--- src/common/cld_pkg.sv ---
/*
  cld_pkg: register map, field positions, reset values and measurement
  constants of the lock detector.
  assumes: 32-bit classic wishbone, byte addresses are four times the index.
*/
package cld_pkg;
  // ---------------------------------------------------------------
  // register indices and address width
  // ---------------------------------------------------------------
  localparam logic [7:0] IDX_STATUS    = 8'h06;
  localparam logic [7:0] IDX_MODE      = 8'h08;
  localparam logic [7:0] IDX_PINCFG    = 8'h09;
  localparam logic [7:0] IDX_REFBUF    = 8'h0A;
  localparam logic [7:0] IDX_RATIO     = 8'h0F;
  localparam logic [7:0] IDX_IRQ_STAT  = 8'h20;
  localparam logic [7:0] IDX_IRQ_EN    = 8'h21;
  localparam logic [7:0] IDX_IRQ_CLR   = 8'h22;
  localparam logic [7:0] IDX_LIVE      = 8'h23;
  localparam int         ADDR_W        = 10;

  // ---------------------------------------------------------------
  // field positions
  // ---------------------------------------------------------------
  localparam int STICKY_BIT    = 2;
  localparam int CLR_BIT       = 2;
  localparam int MODE_LSB      = 4;
  localparam int PINCFG_BIT    = 4;
  localparam int PDN_BIT       = 2;
  localparam int FAST_BIT      = 0;
  localparam int BAND_LSB      = 4;
  localparam int RATIO_LSB     = 0;
  localparam logic [2:0] MODE_LTR = 3'h2;

  // ---------------------------------------------------------------
  // reset values
  // ---------------------------------------------------------------
  localparam logic [2:0] MODE_RST   = 3'h0;
  localparam logic       PDN_RST    = 1'b1;
  localparam logic       FAST_RST   = 1'b1;
  localparam logic [1:0] BAND_RST   = 2'h0;
  localparam logic [3:0] RATIO_RST  = 4'h1;

  // ---------------------------------------------------------------
  // measurement constants
  // ---------------------------------------------------------------
  localparam int LOCK_PPM    = 250;
  localparam int UNLOCK_PPM  = 1000;
  localparam int GATE_LOG2   = 16;
  localparam int GATE_EDGES  = 1 << GATE_LOG2;
  localparam int LOCK_DIFF   = (GATE_EDGES * LOCK_PPM) / 1000000;
  localparam int UNLOCK_DIFF = (GATE_EDGES * UNLOCK_PPM) / 1000000;
  localparam int HARM_LOG2   = 16;

  // irq bits
  localparam int IRQ_LOST  = 0;
  localparam int IRQ_LOCK  = 1;
  localparam int IRQ_HARM  = 2;
  localparam int IRQ_W     = 3;

  typedef enum logic [1:0] {CLD_ACQ, CLD_LOCKED} cld_state_t;
endpackage

--- src/common/cld_meas_if.sv ---
/*
  cld_meas_if: carries one gate measurement from the counter module to
  the lock detector core.
  assumes: single clock domain.
*/
interface cld_meas_if #(parameter int CNT_W = 18);
  logic             done;
  logic [CNT_W-1:0] osc_cnt;
  logic             start;
  modport meter (output done, output osc_cnt, input start);
  modport core  (input done, input osc_cnt, output start);
endinterface

--- src/rtl/cld_gate_meter.sv ---
/*
  cld_gate_meter: counts oscillator edges while a fixed number of
  reference or data edges pass, then reports the count.
  assumes: edge inputs are already synchronised single-cycle pulses.
*/
module cld_gate_meter
  import cld_pkg::*;
#(
  parameter int GATE  = cld_pkg::GATE_EDGES,
  parameter int CNT_W = 18
) (
  input  wire logic clk_i,
  input  wire logic rst_i,
  input  wire logic osc_edge_i,
  input  wire logic ref_edge_i,
  cld_meas_if.meter m
);
  logic [CNT_W-1:0] gate_r;
  logic [CNT_W-1:0] osc_r;
  logic             run_r;
  logic             done_r;
  logic [CNT_W-1:0] res_r;

  assign m.done    = done_r;
  assign m.osc_cnt = res_r;

  // ---------------------------------------------------------------
  // gate counting
  // ---------------------------------------------------------------
  always_ff @(posedge clk_i) begin
    done_r <= 1'b0;
    if (rst_i || m.start) begin
      gate_r <= '0;
      osc_r  <= '0;
      run_r  <= 1'b1;
    end else if (run_r) begin
      if (osc_edge_i) begin
        osc_r <= osc_r + 1'b1;
      end
      if (ref_edge_i) begin
        if (gate_r == CNT_W'(GATE - 1)) begin
          done_r <= 1'b1;
          res_r  <= osc_r + CNT_W'(osc_edge_i);
          gate_r <= '0;
          osc_r  <= '0;
        end else begin
          gate_r <= gate_r + 1'b1;
        end
      end
    end
    if (rst_i) begin
      res_r <= '0;
    end
  end
endmodule

--- src/rtl/cld_lock_detector.sv ---
/*
  cld_lock_detector: lock detector of a clock and data recovery receiver
  with wishbone register port, sticky status and harmonic detector.
  assumes: osc/data/ref edge pins are asynchronous; the digital oscillator
  and phase loop are outside and follow osc_reset_o, div_min_o, phase_en_o.
*/
// Summary of operation
// RULE1: modes are normal from data, lock to reference, and sticky lock-lost.
// RULE2: normal mode clears lock_lost_flag within 250 ppm; stays set until then.
// RULE3: clearing lock_lost_flag enables the digital phase loop.
// RULE4: locked error above 1000 ppm sets lock_lost_flag and restarts acquisition.
// RULE5: software writes 2 into recovery_mode_sel to pick lock to reference.
// RULE6: software programs refclk_band_sel and rate_ratio_sel for that mode.
// RULE7: software clears refclk_buffer_powerdown to power the reference buffer.
// RULE8: software should keep the fast acquisition bit at one.
// RULE9: reference mode compares divided oscillator with divided reference, 250 ppm; code compares undivided osc and ref edges, ratio_r unused.
// RULE10: reference mode locked error above 1000 ppm reacquires against reference.
// RULE11: every lock loss sets the sticky bit, which stays after relock.
// RULE12: writing clear one then zero clears sticky; stays low until new loss.
// RULE13: pin config one mirrors sticky bit on pin; zero shows live state.
// RULE14: harmonic detected forces lock loss, reacquisition, then deassertion.
// RULE15: harmonic detection completes within 2^16 bit periods over transition density.
// RULE16: harmonic detector is off in lock to reference mode.
// RULE17: each acquisition resets oscillator to bottom and divider to one.
// RULE18: error is counted as edge difference over fixed gate.
module cld_lock_detector
  import cld_pkg::*;
#(
  parameter int GATE  = cld_pkg::GATE_EDGES,
  parameter int HARM  = 1 << cld_pkg::HARM_LOG2,
  parameter int CNT_W = 18
) (
  input  wire logic                     clk_i,
  input  wire logic                     rst_i,
  input  wire logic                     wb_cyc_i,
  input  wire logic                     wb_stb_i,
  input  wire logic                     wb_we_i,
  input  wire logic [cld_pkg::ADDR_W-1:0] wb_adr_i,
  input  wire logic [3:0]               wb_sel_i,
  input  wire logic [31:0]              wb_dat_i,
  output logic [31:0]                   wb_dat_o,
  output logic                          wb_ack_o,
  input  wire logic                     osc_edge_i,
  input  wire logic                     data_edge_i,
  input  wire logic                     ref_edge_i,
  input  wire logic                     harm_hit_i,
  output logic                          lock_lost_flag_o,
  output logic                          phase_en_o,
  output logic                          osc_reset_o,
  output logic                          div_min_o,
  output logic                          irq_o
);
  import cld_pkg::*;

  // ppm windows scale with the gate so a shorter gate keeps the same hysteresis
  localparam int LOCK_D   = (GATE * LOCK_PPM) / 1000000;
  localparam int UNLOCK_D = (GATE * UNLOCK_PPM) / 1000000;

  // ---------------------------------------------------------------
  // input synchronisers
  // ---------------------------------------------------------------
  logic [3:0] s1_r;
  logic [3:0] s2_r;
  logic [3:0] s3_r;
  always_ff @(posedge clk_i) begin
    if (rst_i) begin
      s1_r <= '0;
      s2_r <= '0;
      s3_r <= '0;
    end else begin
      s1_r <= {harm_hit_i, ref_edge_i, data_edge_i, osc_edge_i};
      s2_r <= s1_r;
      s3_r <= s2_r;
    end
  end
  logic [3:0] rise;
  assign rise = s2_r & ~s3_r;

  // ---------------------------------------------------------------
  // registers
  // ---------------------------------------------------------------
  logic [2:0]       mode_r;
  logic             clr_r;
  logic             clr_prev_r;
  logic             pincfg_r;
  logic             pdn_r;
  logic             fast_r;
  logic [1:0]       band_r;
  logic [3:0]       ratio_r;
  logic             sticky_r;
  logic [IRQ_W-1:0] irq_stat_r;
  logic [IRQ_W-1:0] irq_en_r;
  logic             ack_r;
  logic [31:0]      rdat_r;

  logic             lock_to_reference;
  logic             wr;
  logic [7:0]       idx;
  assign lock_to_reference = (mode_r == MODE_LTR); // RULE1
  assign wr  = wb_cyc_i && wb_stb_i && wb_we_i && !ack_r && wb_sel_i[0];
  assign idx = wb_adr_i[ADDR_W-1:2];

  function automatic logic hit(input logic [7:0] a, input logic [7:0] r);
    hit = (a == r);
  endfunction

  // ---------------------------------------------------------------
  // configuration writes
  // ---------------------------------------------------------------
  always_ff @(posedge clk_i) begin
    if (rst_i) begin
      mode_r   <= MODE_RST;
      clr_r    <= 1'b0;
      pincfg_r <= 1'b0;
      pdn_r    <= PDN_RST;
      fast_r   <= FAST_RST;
      band_r   <= BAND_RST;
      ratio_r  <= RATIO_RST;
      irq_en_r <= '0;
    end else if (wr) begin
      if (hit(idx, IDX_MODE)) begin
        mode_r <= wb_dat_i[MODE_LSB +: 3]; // RULE5
        clr_r  <= wb_dat_i[CLR_BIT];
      end
      if (hit(idx, IDX_PINCFG)) begin
        pincfg_r <= wb_dat_i[PINCFG_BIT];
      end
      if (hit(idx, IDX_REFBUF)) begin
        pdn_r  <= wb_dat_i[PDN_BIT]; // RULE7
        fast_r <= wb_dat_i[FAST_BIT]; // RULE8
      end
      if (hit(idx, IDX_RATIO)) begin
        band_r  <= wb_dat_i[BAND_LSB +: 2]; // RULE6
        ratio_r <= wb_dat_i[RATIO_LSB +: 4];
      end
      if (hit(idx, IDX_IRQ_EN)) begin
        irq_en_r <= wb_dat_i[IRQ_W-1:0];
      end
    end
  end

  // ---------------------------------------------------------------
  // frequency measurement
  // ---------------------------------------------------------------
  cld_meas_if #(.CNT_W(CNT_W)) meas ();
  logic ref_src;
  // reference edges only count with the buffer powered
  assign ref_src = lock_to_reference ? (rise[2] && !pdn_r) : rise[1]; // RULE9
  cld_gate_meter #(.GATE(GATE), .CNT_W(CNT_W)) u_meter (
    .clk_i      (clk_i),
    .rst_i      (rst_i),
    .osc_edge_i (rise[0]),
    .ref_edge_i (ref_src),
    .m          (meas.meter)
  );

  logic [CNT_W-1:0] err;
  logic             in_lock;
  logic             out_lock;
  always_comb begin
    err = (meas.osc_cnt >= CNT_W'(GATE)) ? meas.osc_cnt - CNT_W'(GATE)
                                         : CNT_W'(GATE) - meas.osc_cnt; // RULE18
    in_lock  = (err <= CNT_W'(LOCK_D));
    out_lock = (err >  CNT_W'(UNLOCK_D));
  end

  // ---------------------------------------------------------------
  // harmonic detector
  // ---------------------------------------------------------------
  logic [HARM_LOG2:0] harm_cnt_r;
  logic               harm_det;
  cld_state_t         state_r;
  // counts data transitions showing harmonic pattern while locked
  always_ff @(posedge clk_i) begin
    if (rst_i || lock_to_reference || state_r != CLD_LOCKED || !s2_r[3]) begin // RULE16
      harm_cnt_r <= '0;
    end else if (rise[1]) begin
      harm_cnt_r <= harm_cnt_r + 1'b1;
    end
  end
  assign harm_det = (harm_cnt_r == (HARM_LOG2+1)'(HARM - 1)) && rise[1]; // RULE15

  // ---------------------------------------------------------------
  // lock state machine
  // ---------------------------------------------------------------
  logic lost_ev;
  logic lock_ev;
  logic osc_rst_r;
  always_ff @(posedge clk_i) begin
    lost_ev   <= 1'b0;
    lock_ev   <= 1'b0;
    osc_rst_r <= 1'b0;
    if (rst_i) begin
      state_r   <= CLD_ACQ;
      osc_rst_r <= 1'b1;
    end else begin
      unique case (state_r)
        CLD_ACQ: begin
          if (meas.done && in_lock) begin
            state_r <= CLD_LOCKED; // RULE2 RULE9
            lock_ev <= 1'b1;
          end
        end
        CLD_LOCKED: begin
          if ((meas.done && out_lock) || harm_det) begin
            state_r   <= CLD_ACQ; // RULE4 RULE10 RULE14
            lost_ev   <= 1'b1;
            osc_rst_r <= 1'b1; // RULE17
          end
        end
      endcase
    end
  end
  assign meas.start = osc_rst_r;

  // ---------------------------------------------------------------
  // sticky status and pin
  // ---------------------------------------------------------------
  always_ff @(posedge clk_i) begin
    if (rst_i) begin
      sticky_r   <= 1'b0;
      clr_prev_r <= 1'b0;
    end else begin
      clr_prev_r <= clr_r;
      if (lost_ev) begin
        sticky_r <= 1'b1; // RULE11
      end else if (clr_prev_r && !clr_r) begin
        sticky_r <= 1'b0; // RULE12
      end
    end
  end

  always_ff @(posedge clk_i) begin
    if (rst_i) begin
      lock_lost_flag_o <= 1'b1;
      phase_en_o       <= 1'b0;
      osc_reset_o      <= 1'b1;
      div_min_o        <= 1'b1;
    end else begin
      lock_lost_flag_o <= pincfg_r ? (sticky_r || lost_ev) : (state_r == CLD_ACQ); // RULE13
      phase_en_o       <= (state_r == CLD_LOCKED); // RULE3
      osc_reset_o      <= osc_rst_r; // RULE17
      div_min_o        <= osc_rst_r;
    end
  end

  // ---------------------------------------------------------------
  // interrupts
  // ---------------------------------------------------------------
  logic [IRQ_W-1:0] ev;
  logic [IRQ_W-1:0] clr_mask;
  assign ev       = {harm_det, lock_ev, lost_ev};
  assign clr_mask = (wr && hit(idx, IDX_IRQ_CLR)) ? wb_dat_i[IRQ_W-1:0] : '0;
  always_ff @(posedge clk_i) begin
    if (rst_i) begin
      irq_stat_r <= '0;
      irq_o      <= 1'b0;
    end else begin
      irq_stat_r <= (irq_stat_r & ~clr_mask) | ev;
      irq_o      <= |(irq_stat_r & irq_en_r);
    end
  end

  // ---------------------------------------------------------------
  // wishbone read and ack
  // ---------------------------------------------------------------
  always_ff @(posedge clk_i) begin
    if (rst_i) begin
      ack_r  <= 1'b0;
      rdat_r <= '0;
    end else begin
      ack_r  <= wb_cyc_i && wb_stb_i && !ack_r;
      rdat_r <= '0;
      unique case (idx)
        IDX_STATUS:   rdat_r[STICKY_BIT] <= sticky_r;
        IDX_MODE:     rdat_r[7:0] <= {1'b0, mode_r, 1'b0, clr_r, 2'b00};
        IDX_PINCFG:   rdat_r[PINCFG_BIT] <= pincfg_r;
        IDX_REFBUF:   rdat_r[7:0] <= {5'h00, pdn_r, 1'b0, fast_r};
        IDX_RATIO:    rdat_r[7:0] <= {2'b00, band_r, ratio_r};
        IDX_IRQ_STAT: rdat_r[IRQ_W-1:0] <= irq_stat_r;
        IDX_IRQ_EN:   rdat_r[IRQ_W-1:0] <= irq_en_r;
        IDX_LIVE:     rdat_r[1:0] <= {phase_en_o, lock_lost_flag_o};
        default:      rdat_r <= '0;
      endcase
    end
  end
  assign wb_ack_o = ack_r;
  assign wb_dat_o = rdat_r;
endmodule

--- config.mk ---
export PLATFORM = sky130hd
export DESIGN_NAME = cld_lock_detector
export DESIGN_NICKNAME = d
export VERILOG_FILES = /design/src/common/cld_pkg.sv /design/src/common/cld_meas_if.sv /design/src/rtl/cld_gate_meter.sv /design/src/rtl/cld_lock_detector.sv
export SDC_FILE = /design/constraint.sdc
export NUM_CORES = 1
export LEC_CHECK = 0
export ABC_AREA = 1
export BUFFER_PORTS_ARGS = -buffer_cell sky130_fd_sc_hd__buf_2
export CELL_PAD_IN_SITES_DETAIL_PLACEMENT = 1
export CELL_PAD_IN_SITES_GLOBAL_PLACEMENT = 1
export CORE_ASPECT_RATIO = 0.75
export CORE_MARGIN = 2
export CORE_UTILIZATION = 44
export CTS_BUF_LIST = sky130_fd_sc_hd__clkbuf_16
export DETAILED_ROUTE_END_ITERATION = 12
export PLACE_DENSITY_LB_ADDON = 0.1
export REMOVE_ABC_BUFFERS = 1
export SLEW_MARGIN = 5
export SYNTH_ARGS = -nofsm -noshare
export SYNTH_HDL_FRONTEND = slang
export SYNTH_SLANG_ARGS = --single-unit
--- constraint.sdc ---
create_clock -name clk_i -period 4.1 [get_ports clk_i]
set_clock_uncertainty 0.2 [all_clocks]
set_input_delay 0.41 -clock clk_i [delete_from_list [all_inputs] [get_ports clk_i]]
set_output_delay 0.41 -clock clk_i [all_outputs]
set_load 0.05 [all_outputs]
== After elaboration in Yosys (flattened, before gate mapping) ==
Cells that the tools add are included.

* Input port bits: 55
* Logic and storage cells: 121
* Register bits after elaboration: 146

* Bitwise gates (word level): 10
* Mux-type cells: 21
* $lt $le $gt $ge: 3
* $add $sub $neg: 6
* Eq/ne operators: 16
* Reduce and logical (&&, ||, !) cells: 34

{| class="wikitable"
|+ Operators with widths
! cell !! count
|-
| 18-bit two-way mux || 5
|-
| 18-bit by 1-bit adder with 18-bit output (second input constant) || 2
|-
| 8-bit by 4-bit equality test with 1-bit output (second input constant) || 4
|-
| 8-bit by 6-bit equality test with 1-bit output (second input constant) || 4
|-
| 18-bit by 1-bit adder with 18-bit output || 1
|-
| 18-bit by 16-bit equality test with 1-bit output (second input constant) || 1
|-
| 18-bit by 17-bit greater-or-equal comparator with 1-bit output (second input constant) || 1
|-
| 18-bit by 7-bit > comparator with 1-bit output (second input constant) || 1
|-
| 18-bit by 5-bit <= comparator with 1-bit output (second input constant) || 1
|-
| 17-bit by 18-bit subtractor with 18-bit output (first input constant) || 1
|-
| 18-bit by 17-bit subtractor with 18-bit output (second input constant) || 1
|-
| 17-bit by 1-bit adder with 17-bit output (second input constant) || 1
|-
| 17-bit by 16-bit equality test with 1-bit output (second input constant) || 1
|-
| 2-bit AND reduction || 6
|-
| 1-bit logical AND || 11
|-
| 2-bit case mux with 5 select lines || 1
|-
| 3-bit AND || 3
|-
| 8-bit by 3-bit equality test with 1-bit output (second input constant) || 1
|-
| 1-bit two-way mux || 8
|-
| 2-bit case mux with 2 select lines || 2
|-
| 1-bit logical OR || 6
|-
| 3-bit inverter || 2
|-
| 1-bit case mux with 6 select lines || 1
|-
| 2-bit OR reduction || 3
|-
| other kinds (14) || 22
|}

== Depth between registers and ports, before layout ==
Gate-level depths: netlist (run 1).

* Depth after elaboration: 9
* Gate-level depth with buffers: 16
* Gate-level depth less buffers: 16

== Hierarchy ==
A second synthesis (run 1) with hierarchy kept.

* Cell total of the unflattened synthesis: 921
* Area total of the unflattened synthesis: 6356.1 sq um

{| class="wikitable"
|+ Modules (own cells, without submodules)
! module !! area an instance (sq um) !! instances !! cells each
|-
| cld_lock_detector || 3564.7 || 1 || 523
|-
| cld_gate_meter || 2791.4 || 1 || 398
|}

== Worst setup path after synthesis (run 1) ==
No wires, ideal clock.

* Path kind: register -> register
* Start: register harm_cnt_r[4]
* End: register harm_cnt_r[16]
* Data arrival time: 1.756 ns
* Period minus slack after synthesis: 2.031 ns
* Slack: 2.069 ns
* Library setup time: 0.075 ns
* Buffers on the path: 0
* Stages on the path, launching flop included: 7
* Cell sequence: dfxtp_1 nand2_1 or4_1 nor3_1 ha_1 or2_2 a21oi_1

* Longest elaborated chain between the ends: 1

{| class="wikitable"
|+ RTL lines
! what !! RTL line !! text
|-
| from (decl) || cld_lock_detector.sv:170 || <nowiki>logic [HARM_LOG2:0] harm_cnt_r;</nowiki>
|-
| from (signal assigned) || cld_lock_detector.sv:178 || <nowiki>harm_cnt_r <= harm_cnt_r + 1'b1;</nowiki>
|-
| 17-bit by 1-bit adder with 17-bit output || cld_lock_detector.sv:178 ||
|}

Every way passes these cells.
A chain may end at the register's enable or synchronous reset.

== Worst setup path after layout (run 1) ==
* Start: register u_meter.res_r[0], in the netlist u_meter.m.osc_cnt[0]
* End: register osc_rst_r, in the netlist meas.start

* Longest elaborated chain between the ends: 7
* Elaborated cells between the ends (all ways): 9
* Those cells by class: add/sub: 2; order compare: 2; mux: 3; reduce/logical: 2

{| class="wikitable"
|+ RTL lines
! what !! RTL line !! text
|-
| from (decl) || cld_gate_meter.sv:22 || <nowiki>logic [CNT_W-1:0] res_r;</nowiki>
|-
| from (signal assigned) || cld_gate_meter.sv:43 || <nowiki>res_r <= osc_r + CNT_W'(osc_edge_i);</nowiki>
|-
| 17-bit by 18-bit subtractor with 18-bit output (tied with other cells) || cld_lock_detector.sv:162 || <nowiki>: CNT_W'(GATE) - meas.osc_cnt;</nowiki>
|-
| 18-bit two-way mux * || cld_lock_detector.sv:161 || <nowiki>err = (meas.osc_cnt >= CNT_W'(GATE)) ? meas.osc_cnt - CNT_W'(GATE)</nowiki>
|-
| 18-bit by 7-bit > comparator with 1-bit output * || cld_lock_detector.sv:164 || <nowiki>out_lock = (err > CNT_W'(UNLOCK_D));</nowiki>
|-
| 1-bit logical AND * || cld_lock_detector.sv:205 || <nowiki>if ((meas.done && out_lock) || harm_det) begin</nowiki>
|-
| 1-bit logical OR * || cld_lock_detector.sv:205 ||
|-
| 1-bit two-way mux * || cld_lock_detector.sv:205 ||
|-
| 1-bit two-way mux * || n/a ||
|-
| to (signal assigned) || cld_lock_detector.sv:192 || <nowiki>osc_rst_r <= 1'b0;</nowiki>
|-
| to (signal assigned) || cld_lock_detector.sv:195 || <nowiki>osc_rst_r <= 1'b1;</nowiki>
|-
| to (signal assigned) || cld_lock_detector.sv:208 || <nowiki>osc_rst_r <= 1'b1;</nowiki>
|-
| to (decl) || cld_lock_detector.sv:188 || <nowiki>logic osc_rst_r;</nowiki>
|}

Mark *: on every way between the ends. The rest lies on a longest branch, timed or not.

==> impl_metrics.json, run 1 <==
{
  "status": "finished, final reports clean",
  "finalCriticalPeriod_ns": 2.52,
  "worstPathMaxFanout": 4,
  "synth_edf_count": 0,
  "setup_slack_ns": 1.58,
  "swShare": 0.236,
  "required_ns": 4.14,
  "place_ws_ns": 1.32,
  "htree_levels": 4,
  "synthCells": 829,
  "clkSlewWorstSetupHoldPaths_ns": 0.06,
  "cpMostUsedCell": "nand2_1",
  "fp.coreArea_sq_mm": 0.0136,
  "pwr_density_cell_mw_per_mm2": 396,
  "arrival_ns": 2.56,
  "crit_path_max_incr_delay_ns": 0.33,
  "end_kind": "register",
  "drive_gt1_frac": 0.128,
  "routedWlPerCell_um": 14.1,
  "rsz0062_at_grt": "false",
  "die_w_um": 139,
  "netlist_area_sq_mm": 0.00604,
  "async_flop_share": 0,
  "cts_inserted_buffers": 17,
  "cts-root-buf": "clkbuf_16",
  "start_util": 0.446,
  "cts_setup_buffers": 0,
  "gp_congestion": 0.782,
  "finalHoldViolCount": 0,
  "critPathBufInv": 1,
  "synth_area_leaders": "dfxtp_1 (40%), nand2_1 (9.5%), nor2_1 (8.0%), inv_1 (6.2%), xor2_1 (4.8%)",
  "ys_dominant_reg_cell": "dfxtp_1",
  "die_area_sq_mm": 0.0147,
  "post_dp_cell_area_sq_mm": 0.00627,
  "yosysSeqAreaShare": 0.398,
  "critPathKind": "reg -> reg",
  "synth_area_per_cell_sq_um": 7.29,
  "max_cap_violations": 0,
  "utilization": 0.505,
  "drc_errors": 0,
  "hold_class": "in -> reg",
  "pwr-share-comb": 0.044,
  "nets": 936,
  "ant_nets": 0,
  "worstReg2RegStart": "u_meter.m.osc_cnt[0]",
  "path_cells": "inv_1 > ha_1 > nand3_1 > o21ai_1 > nand3_1 > nand2_1 > nand3b_1 > nor2_1 > nand2_1 > nand3_2 > nand2_1 > nand2_1 > nand2_1",
  "critical-path-top-delay-family": "simple AND/OR/NAND/NOR gates",
  "peakVddDrop_uv": 316,
  "drt_iter0_drc": 241,
  "p_leak_uw": 0.00275,
  "rows": 37,
  "fin_crit_sh": 0.614,
  "setup_tns_ns": 0,
  "p_seq_frac": 0.433,
  "grt_pass1_vias": 5386,
  "slowest_stage": "dfxtp_1",
  "synth_area_leader_cell": "dfxtp_1",
  "routed_via_density": 5.04,
  "io_pins": 93,
  "p_clk_frac": 0.523,
  "fmax_mhz": 398,
  "slew_viol_final": 0,
  "finalPower_uw": 2720,
  "clk_latency_ns": 0.41,
  "grt_pass1_wl_um": 25600,
  "final_area_sq_mm": 0.00686,
  "synth_top_area_frac": 0.398,
  "critPathLaunchType": "register",
  "antenna_found_initial": 0,
  "firstDrtPassIters": 4,
  "crit_path_start": "u_meter.m.osc_cnt[0]",
  "min-delay-start": "osc_edge_i",
  "vias": 5347,
  "grt_use_total": 0.213,
  "clock_path_buffers": 2,
  "die_h_um": 105,
  "p_int_uw": 2080,
  "setup-violations-final": 0,
  "yosysUniqueCellTypes": 53,
  "totalWireLength_um": 15000,
  "synth-seq-cells": 120,
  "grt_max_degree": 34,
  "overflow": 0,
  "slew_headroom": 0.337,
  "switching_power_uw": 640,
  "io_buffers": 37,
  "worstMarginPinSlew_ns": 0.993,
  "dp_hpwl_um": 11100,
  "ys_warn_count": 0,
  "cts_tree": "yes",
  "cts_sinks": 120,
  "diodes": 0,
  "syn_to_final_growth_pct": 13.5
}
==> cell type report <==
cell class	count	area, sq um
clock buffers	17	425
clock inverters	15	138
fillers	1745	6710
inverters	105	394
multi-input cells	589	3070
flip-flops and latches	120	2400
well taps	175	219
repair buffers	40	213
==> metal layers <==
| layer | vias up | global-route usage | share of wire |
|---|---|---|---|
| li1 | 2704 | - | - |
| met1 | 2558 | 0.286 | 0.50 |
| met2 | 77 | 0.345 | 0.46 |
| met3 | 8 | 0.0532 | 0.035 |
| met4 | 0 | 0.0505 | 0.0050 |
| met5 | - | 0 | 0 |
==> synthesized netlist by cell type (all sizes together), types with 2 or more instances <==
cell type  instances
dfxtp            120
clkbuf             2
o21ai             39
a211oi             5
o21a               3
xor2              33
nor4               5
nand4             10
nand2            160
nand3             53
xnor2              6
a31oi              5
a21oi             43
nand3b             2
inv              104
nor3              25
o211ai             5
ha                 8
and3               3
or2                4
buf               37
nor2             142
nor3b              2
==> stage by stage <==
step                std cells  hold WS (ns)
floorplan                 814         0.188
global placement         1027         0.193
detailed placement       1027         0.208
CTS                      1061      0.000404
global route             1061       0.00622
finish                   1061        0.0139
==> power by group through the flow <==
| stage | clock, uW | sequential [uW] | combinational [uW] |
|---|---|---|---|
| floorplan | 0 | 1210 | 79.0 |
| CTS | 1450 | 1180 | 119 |
| finish | 1420 | 1180 | 119 |
| detailed placement | 0 | 1200 | 117 |
| global placement | 0 | 1200 | 114 |
| global route | 1510 | 1180 | 128 |
==> repair_timing <==
item / in CTS / in global routing
hold endpoints to repair: 2 / 0
hold buffers: 2 / 0
resized for setup: 0 / 0
==> placed cells by master (no fill, tap or decap), drive strengths merged, types with 2 or more instances in the layout <==
cell         count
nand3b           2
or2              4
buf             38
xnor2            6
nor3b            2
o21ai           39
and3             3
bufinv           2
clkinvlp         4
a31oi            5
dlygate4sd3      2
o211ai           5
inv            105
clkbuf          17
clkinv           9
nand2          160
o21a             3
nor4             5
conb            25
dfxtp          120
nor3            25
a211oi           5
a21oi           43
xor2            33
nor2           142
ha               8
nand4           10
nand3           53
==> worst reg2reg max path: cells and delay by family, from the launching register on <==
| family | cells | cell delay, ns |
|---|---|---|
| simple gates | 10 | 1.09 |
| flops | 1 | 0.33 |
| fa+ha+maj | 1 | 0.29 |
| compound gates | 1 | 0.29 |
| buf+inv | 1 | 0.16 |
==> kinds of logic (layout without fill, tap and decap cells) <==
logic type / count (synthesis) / after routing / share of synthesized area
xor+xnor: 39 / 39 / 0.0565
buf+inv: 144 / 177 / 0.110
other cells: 1 / 25 / 0.000621
flops: 120 / 120 / 0.398
compound gates: 110 / 110 / 0.106
fa+ha+maj: 8 / 8 / 0.0166
simple gates: 407 / 407 / 0.312
==> registers in the layout (all words and copies together), names as in the netlist, 2 cells and up <==
signal,flops
wb_dat_o,7
u_meter.gate_r,18
s3_r,3
band_r,2
irq_stat_r,3
s1_r,4
u_meter.m.osc_cnt,18
ratio_r,4
mode_r,3
s2_r,4
u_meter.osc_r,18
irq_en_r,3
harm_cnt_r,17
==> final timing paths <==
kind,end,slack (ns),cells past startpoint
max,meas.start,1.58,13
min,s1_r[0],0.01,3
max reg2reg,meas.start,1.58,13
min reg2reg,s2_r[0],0.21,2
(Power assumes the default switching activity.)
==> run 2: changes to the inputs <==
--- a/config.mk
+++ b/config.mk
@@ -11,7 +11,7 @@
 export CELL_PAD_IN_SITES_GLOBAL_PLACEMENT = 1
 export CORE_ASPECT_RATIO = 0.75
 export CORE_MARGIN = 2
-export CORE_UTILIZATION = 44
+export CORE_UTILIZATION = 41
 export CTS_BUF_LIST = sky130_fd_sc_hd__clkbuf_16
 export DETAILED_ROUTE_END_ITERATION = 12
 export PLACE_DENSITY_LB_ADDON = 0.1
==> constraint.sdc (replaced) <==
create_clock -name clk_i -period 2.51 [get_ports clk_i]
set_clock_uncertainty 0.2 [all_clocks]
set_input_delay 0.251 -clock clk_i [delete_from_list [all_inputs] [get_ports clk_i]]
set_output_delay 0.251 -clock clk_i [all_outputs]
set_load 0.05 [all_outputs]
==> impl_metrics.json, run 2 (synthesis gave the netlist of run 1 again) <==
{
  "critPathLaunchType": "register",
  "ant_nets": 0,
  "fp.coreArea_sq_mm": 0.0145,
  "grt_pass1_vias": 5470,
  "final_area_sq_mm": 0.00712,
  "end_kind": "register",
  "place_ws_ns": 0.221,
  "routedWlPerCell_um": 13.9,
  "clk_latency_ns": 0.42,
  "grt_max_degree": 21,
  "worstMarginPinSlew_ns": 0.501,
  "arrival_ns": 2.43,
  "cts_inserted_buffers": 17,
  "nets": 959,
  "worstReg2RegStart": "u_meter.gate_r[0]",
  "totalWireLength_um": 15500,
  "dp_hpwl_um": 11300,
  "p_leak_uw": 0.00288,
  "holdPathStages": 4,
  "syn_to_final_growth_pct": 17.8,
  "drive_gt1_frac": 0.140,
  "setup-violations-final": 0,
  "start_util": 0.418,
  "routed_via_density": 4.88,
  "drc_errors": 0,
  "post_dp_cell_area_sq_mm": 0.00639,
  "crit_path_start": "u_meter.gate_r[0]",
  "drt_iter0_drc": 168,
  "rsz0062_at_grt": "false",
  "diodes": 0,
  "htree_levels": 4,
  "peakVddDrop_uv": 495,
  "worstPathMaxFanout": 18,
  "gp_congestion": 0.818,
  "antenna_found_initial": 0,
  "rr_worst_depth": 9,
  "rr_endpoint": "u_meter.m.osc_cnt[17]",
  "slew_viol_final": 0,
  "die_area_sq_mm": 0.0157,
  "clock_path_buffers": 2,
  "fin_crit_sh": 0.905,
  "max_cap_violations": 0,
  "cts_tree": "yes",
  "final_common_cell": "nand2_1",
  "status": "finished, final reports clean",
  "grt_pass1_wl_um": 25900,
  "fill_cells": 1872,
  "vias": 5408,
  "setup_tns_ns": 0,
  "slew_headroom": 0.663,
  "endpoint": "u_meter.m.osc_cnt[17]",
  "final_cell_mix": "nand2_1 (153), nor2_1 (128), dfxtp_1 (120)",
  "hold_class": "in -> reg",
  "setup_slack_ns": 0.239,
  "utilization": 0.493,
  "finalCriticalPeriod_ns": 2.27,
  "pwr_density_cell_mw_per_mm2": 641,
  "io_buffers": 37,
  "io_pins": 93,
  "cts_sinks": 120,
  "required_ns": 2.66,
  "r2r_slack_ns": 0.24,
  "overflow": 0,
  "grt_use_total": 0.209,
  "fmax_mhz": 440,
  "clkSlewWorstSetupHoldPaths_ns": 0.06,
  "firstDrtPassIters": 4,
  "cts-root-buf": "clkbuf_16",
  "finalHoldViolCount": 0,
  "rows": 38,
  "die_w_um": 144,
  "die_h_um": 109,
  "critPathKind": "reg -> reg"
}
run 2: cell types whose count changed in the layout (fill, tap and decap cells not counted), sizes merged:
cell         previous run  this run
dlygate4sd3             2        13
clkinvlp                4         1
buf                    38        50
inv                   105       106
bufinv                  2         3
clkinv                  9        10
run 2: what timing repair did:
item	4_1_cts	5_1_grt
gates resized for setup	0	2
endpoints found under the setup margin	0	3
buffers inserted	0	1
endpoints found under the hold margin	21	0
hold buffers	13	0
run 2: worst min-delay path by stage:
| stage | startpoint | endpoint | slack (ns) |
|---|---|---|---|
| 2_1_floorplan | rst_i | irq_stat_r[0] | 0.12 |
| 3_3_place_gp | s1_r[1] | s2_r[1] | 0.19 |
| 3_5_place_dp | s1_r[0] | s2_r[0] | 0.20 |
| 4_1_cts | wb_adr_i[5] | wb_dat_o[2] | 0.01 |
| 5_1_grt | wb_adr_i[5] | wb_dat_o[2] | 0.07 |
| 6_report | wb_adr_i[5] | wb_dat_o[2] | 0.02 |
run 2: through the flow:
step / hold WS [ns] / total power (uW) / cells
2_1_floorplan: 0.120 / 2100 / 814
3_3_place_gp: 0.191 / 2150 / 1063
3_5_place_dp: 0.201 / 2160 / 1063
4_1_cts: 0.0114 / 4610 / 1108
5_1_grt: 0.0668 / 4710 / 1109
6_report: 0.0195 / 4560 / 1109
run 2: layout make-up:
cell class	count	area, sq um	share of cell area
multi-input combinational	589	3070	0.432
sequential	120	2400	0.337
clock buffer	17	425	0.0597
timing repair buffer	63	413	0.0580
inverter	105	394	0.0554
tap	200	250	0.0351
clock inverter	15	163	0.0228
run 2: per-layer routing:
metal | wire [um] | global-route usage
met5 | 0 | 0
met4 | 181 | 0.0596
met3 | 499 | 0.0492
met2 | 7020 | 0.337
met1 | 7760 | 0.280
run 2: critical path, cell delays in order (launching register included):
cell     delay, ns
dfxtp_1       0.38
ha_1          0.23
nand4_2       0.15
nor2_4        0.22
nand3_4       0.13
nor2_4        0.27
inv_2         0.19
o21ai_0       0.16
o21ai_0       0.17
inv_1         0.09
run 2: power breakdown:
part           total (uW)  internal [uW]  switching (uW)
Sequential           1920           1920            5.16
Combinational         213           48.1             164
Clock                2430           1540             887
Total                4560           3510            1060
